===== config.mk =====
export PLATFORM = sky130hd
export DESIGN_NAME = tbw_timer_ccr_burst
export DESIGN_NICKNAME = d
export VERILOG_FILES = /design/src/tbw_pkg.sv /design/src/tbw_timer_ccr_burst.sv
export SDC_FILE = /design/constraint.sdc
export NUM_CORES = 1
export LEC_CHECK = 0
export ABC_AREA = 1
export BUFFER_PORTS_ARGS = -buffer_cell sky130_fd_sc_hd__buf_2
export CAP_MARGIN = 40
export CORE_AREA = 2 2 212 214
export CTS_CLUSTER_SIZE = 40
export DETAILED_ROUTE_END_ITERATION = 16
export DIE_AREA = 0 0 214 216
export GPL_ROUTABILITY_DRIVEN = 0
export SYNTH_ARGS = -nofsm -noshare
export SYNTH_HDL_FRONTEND = slang
export SYNTH_HIERARCHICAL = 1
export SYNTH_SLANG_ARGS = --single-unit

===== constraint.sdc =====
create_clock -name pclk -period 3.2 [get_ports pclk]
set_input_delay 0 -clock pclk [delete_from_list [all_inputs] [get_ports pclk]]
set_output_delay 0 -clock pclk [all_outputs]
set_load 0.1 [all_outputs]

===== src/tbw_pkg.sv =====
// constants for the capture/compare value registers and the burst window
// assumes a 32-bit apb slave decoding an 8-bit byte address space
package tbw_pkg;

    // ****************************************************************
    // register byte addresses
    // ****************************************************************
    localparam logic [7:0] TBW_CTRL1_ADDR   = 8'h00;
    localparam logic [7:0] TBW_CH2_ADDR     = 8'h38;
    localparam logic [7:0] TBW_CH3_ADDR     = 8'h3c;
    localparam logic [7:0] TBW_CH4_ADDR     = 8'h40;
    localparam logic [7:0] TBW_DCTRL_ADDR   = 8'h48;
    localparam logic [7:0] TBW_WINDOW_ADDR  = 8'h4c;
    localparam logic [7:0] TBW_MODE_ADDR    = 8'h50;

    // ****************************************************************
    // field layout and reset values
    // ****************************************************************
    localparam int          TBW_BASE_LSB    = 0;
    localparam int          TBW_LEN_LSB     = 8;
    localparam int          TBW_FIELD_W     = 5;
    localparam int          TBW_MODE_BYTE   = 0;
    localparam int          TBW_MODE_IDX_LSB = 8;
    localparam logic [15:0] TBW_CC_RESET    = 16'h0000;
    localparam logic [15:0] TBW_DCTRL_RESET = 16'h0000;
    localparam logic [15:0] TBW_MODE_RESET  = 16'h0000;

    // ****************************************************************
    // sizes
    // ****************************************************************
    localparam int TBW_CH_COUNT   = 3;
    localparam int TBW_NUM_W      = 6;
    localparam int TBW_FIFO_DEPTH = 4;

endpackage : tbw_pkg


===== src/tbw_timer_ccr_burst.sv =====
// channel 2..4 value registers, burst control and the burst window
// assumes apb master on pclk; registers outside this block sit on the
// target port, which answers with tgt_ready in the same or later cycle
`timescale 1ns/1ps

// ********************************************************************
// write-command fifo
// ********************************************************************
module tbw_fifo #(
    parameter int WIDTH = 22,
    parameter int DEPTH = 4
) (
    // clock and reset
    input  wire logic             pclk,
    input  wire logic             presetn,
    // fill side
    input  wire logic             in_valid,
    output logic                  in_ready,
    input  wire logic [WIDTH-1:0] in_data,
    // drain side
    output logic                  out_valid,
    input  wire logic             out_ready,
    output logic      [WIDTH-1:0] out_data
);
    localparam int PW = $clog2(DEPTH);
    logic [WIDTH-1:0] mem [DEPTH];
    logic [PW-1:0]    wr_ptr;
    logic [PW-1:0]    rd_ptr;
    logic [PW:0]      count;
    logic             push;
    logic             pop;
    // depth must be a power of two for pointer wrap
    if (DEPTH < 2 || (DEPTH & (DEPTH - 1)) != 0) begin : g_bad_depth
        $error("fifo depth must be a power of two of at least two");
    end
    assign in_ready  = (count != DEPTH[PW:0]);
    assign out_valid = (count != '0);
    assign out_data  = mem[rd_ptr];
    assign push      = in_valid & in_ready;
    assign pop       = out_valid & out_ready;
    // storage
    always_ff @(posedge pclk) begin
        if (push) begin
            mem[wr_ptr] <= in_data;
        end
    end

    // pointers and fill count
    always_ff @(posedge pclk or negedge presetn) begin
        if (!presetn) begin
            wr_ptr <= '0;
            rd_ptr <= '0;
            count  <= '0;
        end else begin
            if (push) begin
                wr_ptr <= wr_ptr + 1'b1;
            end
            if (pop) begin
                rd_ptr <= rd_ptr + 1'b1;
            end
            if (push && !pop) begin
                count <= count + 1'b1;
            end else if (pop && !push) begin
                count <= count - 1'b1;
            end
        end
    end
endmodule : tbw_fifo
// ********************************************************************
// top: value registers, burst control and window redirection
// ********************************************************************
module tbw_timer_ccr_burst
    import tbw_pkg::*;
#(
    parameter int FIFO_DEPTH = TBW_FIFO_DEPTH
) (
    // clock and reset
    input  wire logic        pclk,
    input  wire logic        presetn,
    // apb slave
    input  wire logic        psel,
    input  wire logic        penable,
    input  wire logic        pwrite,
    input  wire logic [7:0]  paddr,
    input  wire logic [31:0] pwdata,
    output logic      [31:0] prdata,
    output logic             pready,
    output logic             pslverr,
    // timer core
    input  wire logic [15:0] counter,
    input  wire logic [2:0]  capture_evt,
    input  wire logic [2:0]  input_mode,
    input  wire logic [2:0]  compare_preload_enable,
    input  wire logic        update_evt,
    output logic      [2:0]  compare_match,
    // registers of the timer outside this block
    output logic             tgt_valid,
    output logic             tgt_write,
    output logic      [7:0]  tgt_addr,
    output logic      [15:0] tgt_wdata,
    input  wire logic [15:0] tgt_rdata,
    input  wire logic        tgt_ready
);
    localparam int EW = TBW_NUM_W + 16;
    localparam logic [7:0] CH_ADDR [TBW_CH_COUNT] = '{TBW_CH2_ADDR, TBW_CH3_ADDR, TBW_CH4_ADDR};
    // ****************************************************************
    // helper functions
    // ****************************************************************
    // register number of a byte address
    function automatic logic [TBW_NUM_W-1:0] num_of(input logic [7:0] a);
        num_of = a[7:2];
    endfunction : num_of
    // register numbers that live inside this block
    function automatic logic is_internal(input logic [TBW_NUM_W-1:0] n);
        is_internal = (n == num_of(TBW_CH2_ADDR)) || (n == num_of(TBW_CH3_ADDR)) ||
                      (n == num_of(TBW_CH4_ADDR)) || (n == num_of(TBW_DCTRL_ADDR)) ||
                      (n == num_of(TBW_WINDOW_ADDR)) || (n == num_of(TBW_MODE_ADDR));
    endfunction : is_internal
    // ****************************************************************
    // state
    // ****************************************************************
    logic [15:0]               value [TBW_CH_COUNT];
    logic [15:0]               active [TBW_CH_COUNT];
    logic [TBW_FIELD_W-1:0]    base;
    logic [TBW_FIELD_W-1:0]    len;
    logic                      byte_mode;
    logic [TBW_NUM_W-1:0]      index;
    logic                      half;
    logic [7:0]                byte_hi;
    logic                      acc;
    logic                      win_hit;
    logic                      win_wr;
    logic                      win_rd;
    logic                      mapped;
    logic                      dir_wr;
    logic                      dctrl_dir_wr;
    logic [TBW_NUM_W-1:0]      num0;
    logic [TBW_NUM_W-1:0]      num1;
    logic [TBW_NUM_W-1:0]      rd_num;
    logic [TBW_NUM_W-1:0]      next_index;
    logic [TBW_NUM_W-1:0]      step;
    logic                      in_valid;
    logic                      in_ready;
    logic [EW-1:0]             in_data;
    logic                      out_valid;
    logic                      out_ready;
    logic [EW-1:0]             out_data;
    logic [TBW_NUM_W-1:0]      d_num;
    logic [15:0]               d_data;
    logic                      d_int;
    logic                      drain_int;
    logic                      rd_go;
    logic                      rd_int;
    logic                      rd_beat;
    logic [15:0]               rd_val;
    logic                      win_wr_done;
    logic                      win_rd_done;
    logic [15:0]               win_rd_data;
    // register read view, shared by direct and window reads
    function automatic logic [15:0] rd_reg(input logic [TBW_NUM_W-1:0] n);
        rd_reg = 16'h0000;
        for (int i = 0; i < TBW_CH_COUNT; i++) begin
            if (n == num_of(CH_ADDR[i])) begin
                rd_reg = value[i];
            end
        end
        if (n == num_of(TBW_DCTRL_ADDR)) begin
            rd_reg = 16'h0000;
            rd_reg[TBW_LEN_LSB +: TBW_FIELD_W]  = len;
            rd_reg[TBW_BASE_LSB +: TBW_FIELD_W] = base;
        end
        if (n == num_of(TBW_MODE_ADDR)) begin
            rd_reg[TBW_MODE_BYTE] = byte_mode;
            rd_reg[TBW_MODE_IDX_LSB +: TBW_NUM_W] = index;
        end
    endfunction : rd_reg
    // ****************************************************************
    // apb decode
    // ****************************************************************
    assign acc     = psel & penable;
    assign win_hit = (paddr == TBW_WINDOW_ADDR);
    assign win_wr  = acc & pwrite & win_hit;
    assign win_rd  = acc & ~pwrite & win_hit;
    assign mapped  = (paddr[1:0] == 2'b00) && is_internal(num_of(paddr));
    assign dir_wr  = acc & pwrite & ~win_hit & mapped;
    assign dctrl_dir_wr = dir_wr && (paddr == TBW_DCTRL_ADDR);
    // ****************************************************************
    // burst addressing
    // ****************************************************************
    // target number is base plus running index
    assign num0   = TBW_NUM_W'(base) + index;
    assign num1   = num0 + 1'b1;
    assign step   = byte_mode ? TBW_NUM_W'(2) : TBW_NUM_W'(1);
    assign next_index = ((index + step) > TBW_NUM_W'(len)) ? '0 : index + step;

    // ****************************************************************
    // window write: queue one or two target writes
    // ****************************************************************
    assign in_valid = win_wr;
    always_comb begin
        if (half) begin
            in_data = {num1, 8'h00, pwdata[7:0]};
        end else if (byte_mode) begin
            in_data = {num0, 8'h00, pwdata[15:8]};
        end else begin
            in_data = {num0, pwdata[15:0]};
        end
    end
    assign win_wr_done = in_valid & in_ready & (~byte_mode | half);

    tbw_fifo #(
        .WIDTH (EW),
        .DEPTH (FIFO_DEPTH)
    ) u_fifo (
        .pclk      (pclk),
        .presetn   (presetn),
        .in_valid  (in_valid),
        .in_ready  (in_ready),
        .in_data   (in_data),
        .out_valid (out_valid),
        .out_ready (out_ready),
        .out_data  (out_data)
    );

    // ****************************************************************
    // drain: apply queued writes inside or on the target port
    // ****************************************************************
    assign d_num     = out_data[EW-1:16];
    assign d_data    = out_data[15:0];
    assign d_int     = is_internal(d_num);
    assign out_ready = d_int | tgt_ready;
    assign drain_int = out_valid & d_int;

    // ****************************************************************
    // window read: waits until queued writes have landed
    // ****************************************************************
    assign rd_num  = half ? num1 : num0;
    assign rd_go   = win_rd & ~out_valid;
    assign rd_int  = is_internal(rd_num);
    assign rd_beat = rd_go & (rd_int | tgt_ready);
    // register views follow every register change, not only the address
    always_comb begin
        rd_val = rd_int ? rd_reg(rd_num) : tgt_rdata;
        prdata = {16'h0000, win_hit ? win_rd_data : (mapped ? rd_reg(num_of(paddr)) : 16'h0000)};
    end
    assign win_rd_done = rd_beat & (~byte_mode | half);
    assign win_rd_data = byte_mode ? {byte_hi, rd_val[7:0]} : rd_val;

    // target port, drain has priority over reads
    assign tgt_valid = out_valid ? ~d_int : (rd_go & ~rd_int);
    assign tgt_write = out_valid;
    assign tgt_addr  = TBW_CTRL1_ADDR + {out_valid ? d_num : rd_num, 2'b00};
    assign tgt_wdata = d_data;

    // ****************************************************************
    // apb answer
    // ****************************************************************
    assign pready  = win_hit ? (pwrite ? win_wr_done : win_rd_done) : 1'b1;
    assign pslverr = acc & pready & ~mapped;

    // ****************************************************************
    // burst sequencing
    // ****************************************************************
    // byte half of a split transfer
    always_ff @(posedge pclk or negedge presetn) begin
        if (!presetn) begin
            half <= 1'b0;
        end else if (dctrl_dir_wr) begin
            half <= 1'b0;
        end else if (byte_mode && ((in_valid && in_ready) || rd_beat)) begin
            half <= ~half;
        end
    end

    // running index, restarts once the next step would pass the burst length
    always_ff @(posedge pclk or negedge presetn) begin
        if (!presetn) begin
            index <= '0;
        end else if (dctrl_dir_wr) begin
            index <= '0;
        end else if (win_wr_done || win_rd_done) begin
            index <= next_index;
        end
    end

    // most significant byte held from the first read half
    always_ff @(posedge pclk or negedge presetn) begin
        if (!presetn) begin
            byte_hi <= 8'h00;
        end else if (rd_beat && byte_mode && !half) begin
            byte_hi <= rd_val[7:0];
        end
    end

    // ****************************************************************
    // burst control and mode registers
    // ****************************************************************
    // direct write is applied last so it wins over a queued one
    always_ff @(posedge pclk or negedge presetn) begin
        if (!presetn) begin
            base <= TBW_DCTRL_RESET[TBW_BASE_LSB +: TBW_FIELD_W];
            len  <= TBW_DCTRL_RESET[TBW_LEN_LSB +: TBW_FIELD_W];
        end else begin
            if (drain_int && d_num == num_of(TBW_DCTRL_ADDR)) begin
                base <= d_data[TBW_BASE_LSB +: TBW_FIELD_W];
                len  <= d_data[TBW_LEN_LSB +: TBW_FIELD_W];
            end
            if (dctrl_dir_wr) begin
                base <= pwdata[TBW_BASE_LSB +: TBW_FIELD_W];
                len  <= pwdata[TBW_LEN_LSB +: TBW_FIELD_W];
            end
        end
    end

    // data size select
    always_ff @(posedge pclk or negedge presetn) begin
        if (!presetn) begin
            byte_mode <= TBW_MODE_RESET[TBW_MODE_BYTE];
        end else begin
            if (drain_int && d_num == num_of(TBW_MODE_ADDR)) begin
                byte_mode <= d_data[TBW_MODE_BYTE];
            end
            if (dir_wr && paddr == TBW_MODE_ADDR) begin
                byte_mode <= pwdata[TBW_MODE_BYTE];
            end
        end
    end

    // ****************************************************************
    // channel value registers
    // ****************************************************************
    for (genvar i = 0; i < TBW_CH_COUNT; i++) begin : g_ch
        logic        sel_a;
        logic        sel_d;
        logic [15:0] wdat;

        assign sel_a = dir_wr && (paddr == CH_ADDR[i]);
        assign sel_d = drain_int && (d_num == num_of(CH_ADDR[i]));
        assign wdat  = sel_a ? pwdata[15:0] : d_data;

        // capture wins, then software write, then update load
        always_ff @(posedge pclk or negedge presetn) begin
            if (!presetn) begin
                value[i]  <= TBW_CC_RESET;
                active[i] <= TBW_CC_RESET;
            end else if (capture_evt[i] && input_mode[i]) begin
                value[i]  <= counter;
                active[i] <= counter;
            end else if (sel_a || sel_d) begin
                value[i] <= wdat;
                if (!compare_preload_enable[i]) begin
                    active[i] <= wdat;
                end
            end else if (update_evt && compare_preload_enable[i]) begin
                active[i] <= value[i];
            end
        end

        // compare against counter in output mode
        always_ff @(posedge pclk or negedge presetn) begin
            if (!presetn) begin
                compare_match[i] <= 1'b0;
            end else begin
                compare_match[i] <= !input_mode[i] && (counter == active[i]);
            end
        end
    end
endmodule : tbw_timer_ccr_burst


# After elaboration in Yosys (flattened, before gate mapping)
# Memories as Yosys holds them, arrays and structs flattened.
# Cells that the tools add are included.
dict set report totals {
  mem_count 1
  ramBits 88
  wordCells 214
  input_bits 88
  out_inout_bits 63
  regBits 132
}
dict set report classes {
  magnitude_cmp 1
  n_reduce_logical 68
  n_eq_ne 31
  mux 60
  add_sub_neg 7
  bitwise_logic 28
}
# memory words word_bits read_ports rd_ports_with_merged_regs write_ports line_no
set mem_list {}
lappend mem_list {u_fifo.mem 4 22 1 0 1 tbw_timer_ccr_burst.sv:26} ;# logic [WIDTH-1:0] mem [DEPTH];
# op n
set op_table {}
lappend op_table {{2-to-1 mux 16 bit} 34}
lappend op_table {{equality test 6 x 5 -> 1 bit, second input constant} 12}
lappend op_table {{equality test 16 bit} 3}
lappend op_table {{2-to-1 mux 6 bit} 7}
lappend op_table {{equality test 6 x 4 -> 1 bit, second input constant} 6}
lappend op_table {{equality test 8 x 7 -> 1 bit, second input constant} 4}
lappend op_table {{logical AND 1 bit} 26}
lappend op_table {{2-to-1 mux 22 bit} 1}
lappend op_table {{logical OR 1 bit} 20}
lappend op_table {{2-to-1 mux 5 bit} 4}
lappend op_table {{bitwise AND 1 bit} 17}
lappend op_table {{equality test 8 x 6 -> 1 bit, second input constant} 2}
lappend op_table {{nonzero test 2 bit} 8}
lappend op_table {{inequality test 3 bit, second input constant} 4}
lappend op_table {{nonzero test 3 bit} 4}
lappend op_table {{2-to-1 mux 1 bit} 11}
lappend op_table {{inverter 1 bit} 8}
lappend op_table {{adder 5 x 6 -> 6 bit} 1}
lappend op_table {{adder 6 x 1 -> 6 bit, second input constant} 1}
lappend op_table {{adder 6 x 2 -> 6 bit} 1}
lappend op_table {{greater-than comparator 6 x 5 -> 1 bit} 1}
lappend op_table {{logical NOT 1 bit} 6}
lappend op_table {{2-to-1 mux 3 bit} 2}
lappend op_table {{AND reduction 2 bit} 3}
lappend op_table {{other kinds (6)} 9}

# Longest topological paths before layout
# Gate-level depths: netlist (run 1).
dict set report logic_depth {
  ltp_word 16
  mapped_depth 22
  depth_no_buf 21
}

# By module
# The synthesis (run 1) kept the hierarchy.
# module cells_per_inst n_inst area_per_inst_um2 seq_area_each_um2
set by_module_without_submodules {}
lappend by_module_without_submodules {tbw_timer_ccr_burst 1358 1 9102.5 3128.0}
lappend by_module_without_submodules {tbw_fifo 315 1 3967.6 2817.7}

# Least setup slack after synthesis (run 1)
# No wires, ideal clock.
dict set report synth_path {
  path_kind {reg-to-output}
  from {reg u_fifo.count[0]}
  to {out tgt_addr[3]}
  n_path_buf 1
  arrival_ps 3938
  required_time_ps 3200
  stages_incl_launch_ff 5
  path_slack_ps -738
  path_cell_list {dfrtp_1 inv_1 nand3_1 clkbuf_1 o21ai_0}
}
dict set report synth_via {
  elab_chain_len 2
}
# element line_no
set synth_lines {}
lappend synth_lines {{start, declared} tbw_timer_ccr_burst.sv:29} ;# logic [PW:0] count;
lappend synth_lines {{start signal, assigned} tbw_timer_ccr_burst.sv:62} ;# count <= count + 1'b1;
lappend synth_lines {{start signal, assigned} tbw_timer_ccr_burst.sv:64} ;# count <= count - 1'b1;
lappend synth_lines {{nonzero test 3 bit} tbw_timer_ccr_burst.sv:37} ;# assign out_valid = (count != '0);
lappend synth_lines {{via tgt_write} tbw_timer_ccr_burst.sv:98} ;# output logic tgt_write,
lappend synth_lines {{2-to-1 mux 6 bit} tbw_timer_ccr_burst.sv:252} ;# assign tgt_addr = TBW_CTRL1_ADDR + {out_valid ? d_num : rd_num, 2'b00};
lappend synth_lines {{end, declared} tbw_timer_ccr_burst.sv:99} ;# output logic [7:0] tgt_addr,
# The timed path passes the listed nets, and every way through them passes these cells.

# Worst setup path after layout (run 1)
dict set report layout_path {
  from {reg base[0]}
  to {out prdata[15]}
}
dict set report layout_via {
  elab_chain_len 12
  elab_cells_between_ends 21
  cone_classes {add/sub (2); eq/ne (6); mux (8); reduce/logical (5)}
}
# element line_no
set layout_lines {}
lappend layout_lines {{start, declared} tbw_timer_ccr_burst.sv:124} ;# logic [TBW_FIELD_W-1:0] base;
lappend layout_lines {{start signal, assigned} tbw_timer_ccr_burst.sv:301} ;# base <= TBW_DCTRL_RESET[TBW_BASE_LSB +: TBW_FIELD_W];
lappend layout_lines {{start signal, assigned} tbw_timer_ccr_burst.sv:305} ;# base <= d_data[TBW_BASE_LSB +: TBW_FIELD_W];
lappend layout_lines {{start signal, assigned} tbw_timer_ccr_burst.sv:309} ;# base <= pwdata[TBW_BASE_LSB +: TBW_FIELD_W];
lappend layout_lines {{adder 5 x 6 -> 6 bit *} tbw_timer_ccr_burst.sv:191} ;# assign num0 = TBW_NUM_W'(base) + index;
lappend layout_lines {{adder 6 x 1 -> 6 bit} tbw_timer_ccr_burst.sv:192} ;# assign num1 = num0 + 1'b1;
lappend layout_lines {{2-to-1 mux 6 bit *} tbw_timer_ccr_burst.sv:237} ;# assign rd_num = half ? num1 : num0;
lappend layout_lines {{branches (longest 6 deep; another with 2-to-1 mux 16 bit)} n/a}
lappend layout_lines {{2-to-1 mux 16 bit *} tbw_timer_ccr_burst.sv:243} ;# rd_val = rd_int ? rd_reg(rd_num) : tgt_rdata;
lappend layout_lines {{2-to-1 mux 16 bit *} tbw_timer_ccr_burst.sv:247} ;# assign win_rd_data = byte_mode ? {byte_hi, rd_val[7:0]} : rd_val;
lappend layout_lines {{2-to-1 mux 16 bit *} tbw_timer_ccr_burst.sv:244} ;# prdata = {16'h0000, win_hit ? win_rd_data : (mapped ? rd_reg(num_of(paddr)) : 16'h0000)};
lappend layout_lines {{end, declared} tbw_timer_ccr_burst.sv:86} ;# output logic [31:0] prdata,
# Every way passes the cells marked *.

==> results by group, run 1 <==
Synthesis
  • Mean post-synth cell area: 7.81 µm²
  • Prevailing post-synth register cell: dfrtp_1
  • Post-synth top area share: 0.253
  • Ys Warns: 6
  • Gate Count Post-Synth: 1673
  • Post-synth top cells: 587 x nand2_1, 190 x inv_1, 132 x dfrtp_1
  • Register area share after synthesis: 0.455
  • Most frequent cell after synthesis: nand2_1
  • Synth unique cells: 51
  • Synth top area cells: dfrtp_1 25%, edfxtp_1 20%, nand2_1 17%
  • #FFs+latches synth: 220
  • Synth area leader: dfrtp_1
  • Post-synth EDFFs: 88
  • Synth async-reset ratio: 0.600
  • Post-Syn Area: 0.0131 mm²

STA
  • Final setup vio count: 18
  • Max Slew Vio Count: 0
  • Worst hold slack: 15.8 ps
  • Final period util: 1.17
  • Worst Slack Setup Final: -529 ps
  • Final Hold Vio Count: 0
  • Least-Margin Pin Slew: 877 ps
  • Fin Setup TNS: -8100 ps
  • Fmax: 268 MHz
  • Final Skew: 13.2 ps
  • RSZ-0062 raised after global routing: yes
  • Final Critical Period: 3730 ps
  • Worst rel slew slack: 0.415

Power
  • Int Pwr: 7.26 mW
  • Switching Share: 0.492
  • Sequential share of power: 0.284
  • Clock power share: 0.198
  • Switch Pwr: 7.03 mW
  • Comb pwr share: 0.518
  • Power per cell area: 850 mW/mm²
  • Leak: 7.97 nW
  • Worst ir drop on vdd: 0.846 mV

Layout
  • Fill cells: 4456
  • Final Cell Area: 0.0168 mm²
  • Area growth syn-to-layout: 28.6%
  • Ant diodes: 0
  • Area of the multi-input gates: 0.00640 mm²
  • FF+latch area: 0.00595 mm²
  • Fin util: 0.383
  • Share of layout cells above drive strength 1: 0.214
  • Final nets: 2012
  • Post-Layout Cell Count: 2511

CTS
  • Root Driver: clkbuf_16
  • H-tree levels: 1
  • Clock slew at reported path FFs: 60 ps
  • Worst-skew pair later-pin latency: 550 ps
  • Num CTS Buffers: 25
  • Clk sinks: 220
  • TritonCTS clock tree: done
  • CTS max path bufs: 3

Route
  • Residual DRC: 0
  • Initial DRC Count: 1050
  • Initial DRT Pass Iterations: 6
  • Vias per Instance: 5.01
  • WL final: 48000 µm
  • WL per Instance: 19.1 µm
  • Via count: 12600
  • Routed Antenna Nets: 0

Global route
  • Total gr overflow: 0
  • Number of global-route vias before repair: 12200
  • Global-route wire length before repair: 71800 µm
  • Largest net degree at the start of global routing: 87
  • All-Layer GR Usage: 0.201
  • Initial antenna violation count: 0

Worst setup path
  • Startpoint Class: flip-flop
  • CP Capture Type: output port
  • Max FO, Critical Path: 6
  • CP Data Arrival Time: 3730 ps
  • CP Class: flip-flop to output port
  • Reg-to-reg slack, setup: 50 ps
  • Critical Path RT: 3200 ps
  • R2R depth: 19

Min path
  • Hold Path Class: primary input to flip-flop
  • Worst Hold Depth: 6

Floorplanning
  • Die height: 216 µm
  • Die width: 214 µm
  • Initial Utilization: 0.298
  • Std-Cell Rows: 77
  • Core Region: 0.0438 mm²
  • I/O Pins: 151
  • DIE AREA: 0.0462 mm²

Placement
  • PortBufs: 116
  • Cell Area, Placed: 0.0148 mm²
  • DPL Wire Length: 35600 µm
  • Cell total after placement: 2386

Status
  • Failing checks: setup timing
  • Status: complete, but fails checks

Run
  • Maxcap violations: 0
critical path: stages (launching register included):
cell and delay (ps):
dfrtp_1 380, ha_2 200, fa_2 580, ha_4 140, nand2_2 60, nor2_2 160
inv_1 80, nor2_1 90, nand2_1 70, nand2_2 140, inv_2 60, nor2_4 140
buf_6 150, nand2_4 70, nand2_4 120, nor2_4 50, buf_6 130, nand2_2 50
nand2_1 50, nand2_1 60, nand2_1 50, nand2_1 60, nand2_2 90, buf_12 180
path summary, 6_finish.rpt:
check / startpoint / to
setup / recovery: base[0] / prdata[15]
hold / removal: update_evt / active[10]
setup reg to reg: base[0] / byte_hi[1]
hold reg to reg: byte_hi[5] / byte_hi[5]
max in group asynchronous: presetn / index[3]
min in group asynchronous: presetn / active[24]
cells by family after synthesis:
logic type / Yosys count / synth area share
flops: 220 / 0.455
fa+ha+maj: 21 / 0.0218
xor+xnor: 24 / 0.0161
simple gates: 836 / 0.268
buf+inv: 281 / 0.0932
mux: 2 / 0.00153
compound gates: 288 / 0.144
other cells: 1 / 0.000287
metrics by stage:
stage	power (mW)	setup WS, ps
3_3_place_gp	10.6	-25.7
3_5_place_dp	10.7	-65.9
6_report	14.3	-529
5_1_grt	15.1	-675
2_1_floorplan	8.77	-738
4_1_cts	14.0	-486
power groups by stage:
stage          clock network, mW  registers (mW)  logic, mW
2_1_floorplan                  0            3.86       4.90
3_3_place_gp                   0            4.06       6.58
3_5_place_dp                   0            4.07       6.66
4_1_cts                     2.88            4.02       7.08
5_1_grt                     3.00            4.09       7.96
6_report                    2.83            4.06       7.41
final cells by class:
type / count / share of cell area
repair buffers: 260 / 0.127
flip-flops and latches: 220 / 0.354
clock buffers: 35 / 0.0437
clock inverters: 8 / 0.00365
inverters: 205 / 0.0469
multi-input cells: 1191 / 0.381
well taps: 592 / 0.0441
metal layers:
metal | up-vias | wire length [µm] | global-route usage
met2 | 539 | 22400 | 0.333
met4 | 0 | 2400 | 0.0923
met5 | - | 0 | 0
li1 | 5929 | - | -
met1 | 5986 | 19600 | 0.257
met3 | 130 | 3640 | 0.0337
sequential cells by signal, indices dropped and copies added (netlist names), 5 cells and up:
name and cells:
len 5, u_fifo/mem 88, active 48, byte_hi 8, base 5, value 48, index 6
repair_timing:
action                                 CTS  global route
endpoints found under the hold margin  201             0
resized for setup                       55            61
cloned                                   1             2
setup endpoints to repair               29            64
hold buffers                            50             0
buffers inserted                        14            14
pin swaps                               15            21
cell usage in the layout (no fill, tap or decap), types with 20 or more instances in the layout:
cell / n
nand2_1: 551
inv_1: 185
dfrtp_1: 132
o21ai_0: 96
buf_2: 93
edfxtp_1: 88
nand3_1: 84
buf_4: 83
nor2_1: 80
o211ai_1: 66
dlygate4sd3_1: 50
nand2_2: 38
a21oi_1: 28
clkbuf_16: 26
nor2_2: 21
o21ai_2: 21
buf_12: 20
Note: power is estimated with default switching activity, not from simulation.
==> run 2: changes to the inputs <==
--- a/config.mk
+++ b/config.mk
@@ -8,12 +8,11 @@
 export ABC_AREA = 1
 export BUFFER_PORTS_ARGS = -buffer_cell sky130_fd_sc_hd__buf_2
 export CAP_MARGIN = 40
-export CORE_AREA = 2 2 212 214
+export CORE_AREA = 2 2 209 211
 export CTS_CLUSTER_SIZE = 40
 export DETAILED_ROUTE_END_ITERATION = 16
-export DIE_AREA = 0 0 214 216
+export DIE_AREA = 0 0 211 213
 export GPL_ROUTABILITY_DRIVEN = 0
 export SYNTH_ARGS = -nofsm -noshare
 export SYNTH_HDL_FRONTEND = slang
-export SYNTH_HIERARCHICAL = 1
 export SYNTH_SLANG_ARGS = --single-unit
==> results by group, run 2 <==
Synthesis
  • Ys Warns: 0
  • Gate Count Post-Synth: 1629
  • Synth top area cells: dfrtp_1 26%, edfxtp_1 21%, nand2_1 17%
  • Post-synth EDFFs: 88
  • Post-Syn Area: 0.0127 mm²
  • Prevailing post-synth register cell: dfrtp_1
  • Register area share after synthesis: 0.469
  • Mean post-synth cell area: 7.78 µm²
  • #FFs+latches synth: 220
  • Most frequent cell after synthesis: nand2_1
  • Synth unique cells: 55
  • Post-synth top area share: 0.261
  • Synth area leader: dfrtp_1
  • Synth async-reset ratio: 0.600
  • Post-synth top cells: 561 x nand2_1, 179 x o21ai_0, 133 x nor2_1

Route
  • Routed Antenna Nets: 0
  • Initial DRC Count: 1172
  • Vias per Instance: 5.02
  • Residual DRC: 0
  • WL final: 45900 µm
  • WL per Instance: 19.2 µm
  • Via count: 12000
  • Initial DRT Pass Iterations: 7

STA
  • Final period util: 1.13
  • Final Critical Period: 3600 ps
  • Max Slew Vio Count: 0
  • Least-Margin Pin Slew: 827 ps
  • Final Hold Vio Count: 3
  • Worst Slack Setup Final: -401 ps
  • RSZ-0062 raised after global routing: yes
  • Final Skew: 13.8 ps
  • Fin Setup TNS: -6200 ps
  • Final setup vio count: 18
  • Worst hold slack: -2.83 ps
  • Fmax: 278 MHz
  • Worst rel slew slack: 0.443

Worst setup path
  • Reg-to-reg slack, setup: 80 ps
  • Startpoint Class: flip-flop
  • R2R depth: 20
  • Worst reg2reg endpoint: byte_hi[0]
  • CP Capture Type: output port
  • CP Class: flip-flop to output port
  • Max FO, Critical Path: 9
  • Crit Reg-Reg Startpoint: base[0]
  • Critical Path RT: 3200 ps
  • Critical path origin: base[0]
  • CP Data Arrival Time: 3600 ps

Floorplanning
  • DIE AREA: 0.0449 mm²
  • I/O Pins: 151
  • Std-Cell Rows: 76
  • Core Region: 0.0427 mm²
  • Die height: 213 µm
  • Die width: 211 µm
  • Initial Utilization: 0.297

Layout
  • Max reg flops: 88
  • Fin util: 0.381
  • Largest register by flop count: u_fifo.mem
  • Post-Layout Cell Count: 2396
  • Ant diodes: 0
  • Share of layout cells above drive strength 1: 0.215
  • Most frequent cells in the layout: 524 x nand2_1, 165 x o21ai_0, 132 x dfrtp_1
  • Most common cell after layout, fill and taps aside: nand2_1
  • Regs by FF count: u_fifo.mem: 88 flops, active: 48 flops, value: 48 flops
  • Area growth syn-to-layout: 28.5%
  • Final nets: 1941

Global route
  • Global-route wire length before repair: 68500 µm
  • Number of global-route vias before repair: 11300
  • Largest net degree at the start of global routing: 100
  • Initial antenna violation count: 2
  • Total gr overflow: 0
  • All-Layer GR Usage: 0.203

CTS
  • Worst-skew pair later-pin latency: 540 ps
  • Num CTS Buffers: 24
  • Clk sinks: 220
  • Clock slew at reported path FFs: 60 ps
  • CTS max path bufs: 3
  • TritonCTS clock tree: done
  • Root Driver: clkbuf_16
  • H-tree levels: 1

Placement
  • Cell total after placement: 2289
  • DPL Wire Length: 33700 µm
  • DP Worst Slack: 16.8 ps
  • PortBufs: 116

Status
  • Status: complete, but fails checks
  • Failing checks: hold timing, setup timing

Power
  • Worst ir drop on vdd: 0.676 mV
  • Leak: 7.55 nW
  • Power per cell area: 781 mW/mm²

Run
  • Maxcap violations: 0

Min path
  • Hold Path Class: primary input to async pin
run 2: per-stage QoR:
step                      hold slack (ps)  power (mW)  instance area, µm²
after global routing                 22.6        13.4               16300
after floorplan                      -296        7.87               12900
after detailed placement            -68.4        9.60               14500
final                               -2.83        12.7               16300
after global placement              -71.1        9.53               14500
after CTS                            2.66        12.6               16000
run 2: cell type report:
| type | instances | area [µm²] |
|---|---|---|
| multi-input cells | 1202 | 6270 |
| inverters | 138 | 533 |
| clock buffers | 35 | 693 |
| flip-flops and latches | 220 | 5950 |
| clock inverters | 9 | 96.3 |
| repair buffers | 246 | 2060 |
| fillers | 4301 | 26400 |
| well taps | 546 | 683 |
run 2: kinds of logic after synthesis:
group / count (synthesis) / share of synthesized area
XOR/XNOR: 30 / 0.0207
buffers and inverters: 224 / 0.0787
multiplexers: 1 / 0.000888
AND/OR/NAND/NOR: 834 / 0.274
adder cells (fa/ha/maj): 21 / 0.0225
AO/OA/AOI/OAI: 298 / 0.134
flip-flops: 220 / 0.469
other: 1 / 0.000296
run 2: what timing repair did:
| item | 4_1_cts | 5_1_grt |
|---|---|---|
| endpoints found under the setup margin | 19 | 31 |
| pin swaps | 19 | 30 |
| hold buffers | 38 | 0 |
| resized for setup | 69 | 55 |
| setup buffers | 8 | 15 |
| endpoints found under the hold margin | 208 | 0 |
| cloned | 3 | 0 |
run 2: critical path, stage by stage, from the launching register on:
cell and delay, ps:
dfrtp_1 390, ha_2 200, fa_1 530, ha_2 210, nand2_4 70, nor2_4 140
inv_2 50, nand2_2 80, inv_4 50, buf_6 110, buf_4 120, nand4_1 120
inv_2 70, a21oi_4 190, buf_12 170, nand2_1 80, nand2_1 90, nand2_1 60
o21ai_2 120, buf_12 210
run 2: report_power, final:
group,leakage [nW],switching (mW),internal [mW]
Clock,0.379,1.15,1.66
Sequential,2.47,0.424,3.44
Combinational,4.71,4.48,1.57
Total,7.55,6.05,6.67
run 2: worst max-delay path by stage:
| stage | end | depth (start not counted) |
|---|---|---|
| floorplan | tgt_addr[6] | 11 |
| global placement | prdata[14] | 18 |
| detailed placement | prdata[2] | 20 |
| CTS | prdata[2] | 22 |
| global route | prdata[2] | 22 |
| finish | prdata[2] | 19 |
run 2: metal layers:
| metal | share of wire | GRT usage | vias up |
|---|---|---|---|
| met5 | 0.00050 | 0 | - |
| met4 | 0.032 | 0.0699 | 4 |
| li1 | - | - | 5749 |
| met1 | 0.43 | 0.277 | 5684 |
| met3 | 0.081 | 0.0329 | 84 |
| met2 | 0.46 | 0.327 | 517 |
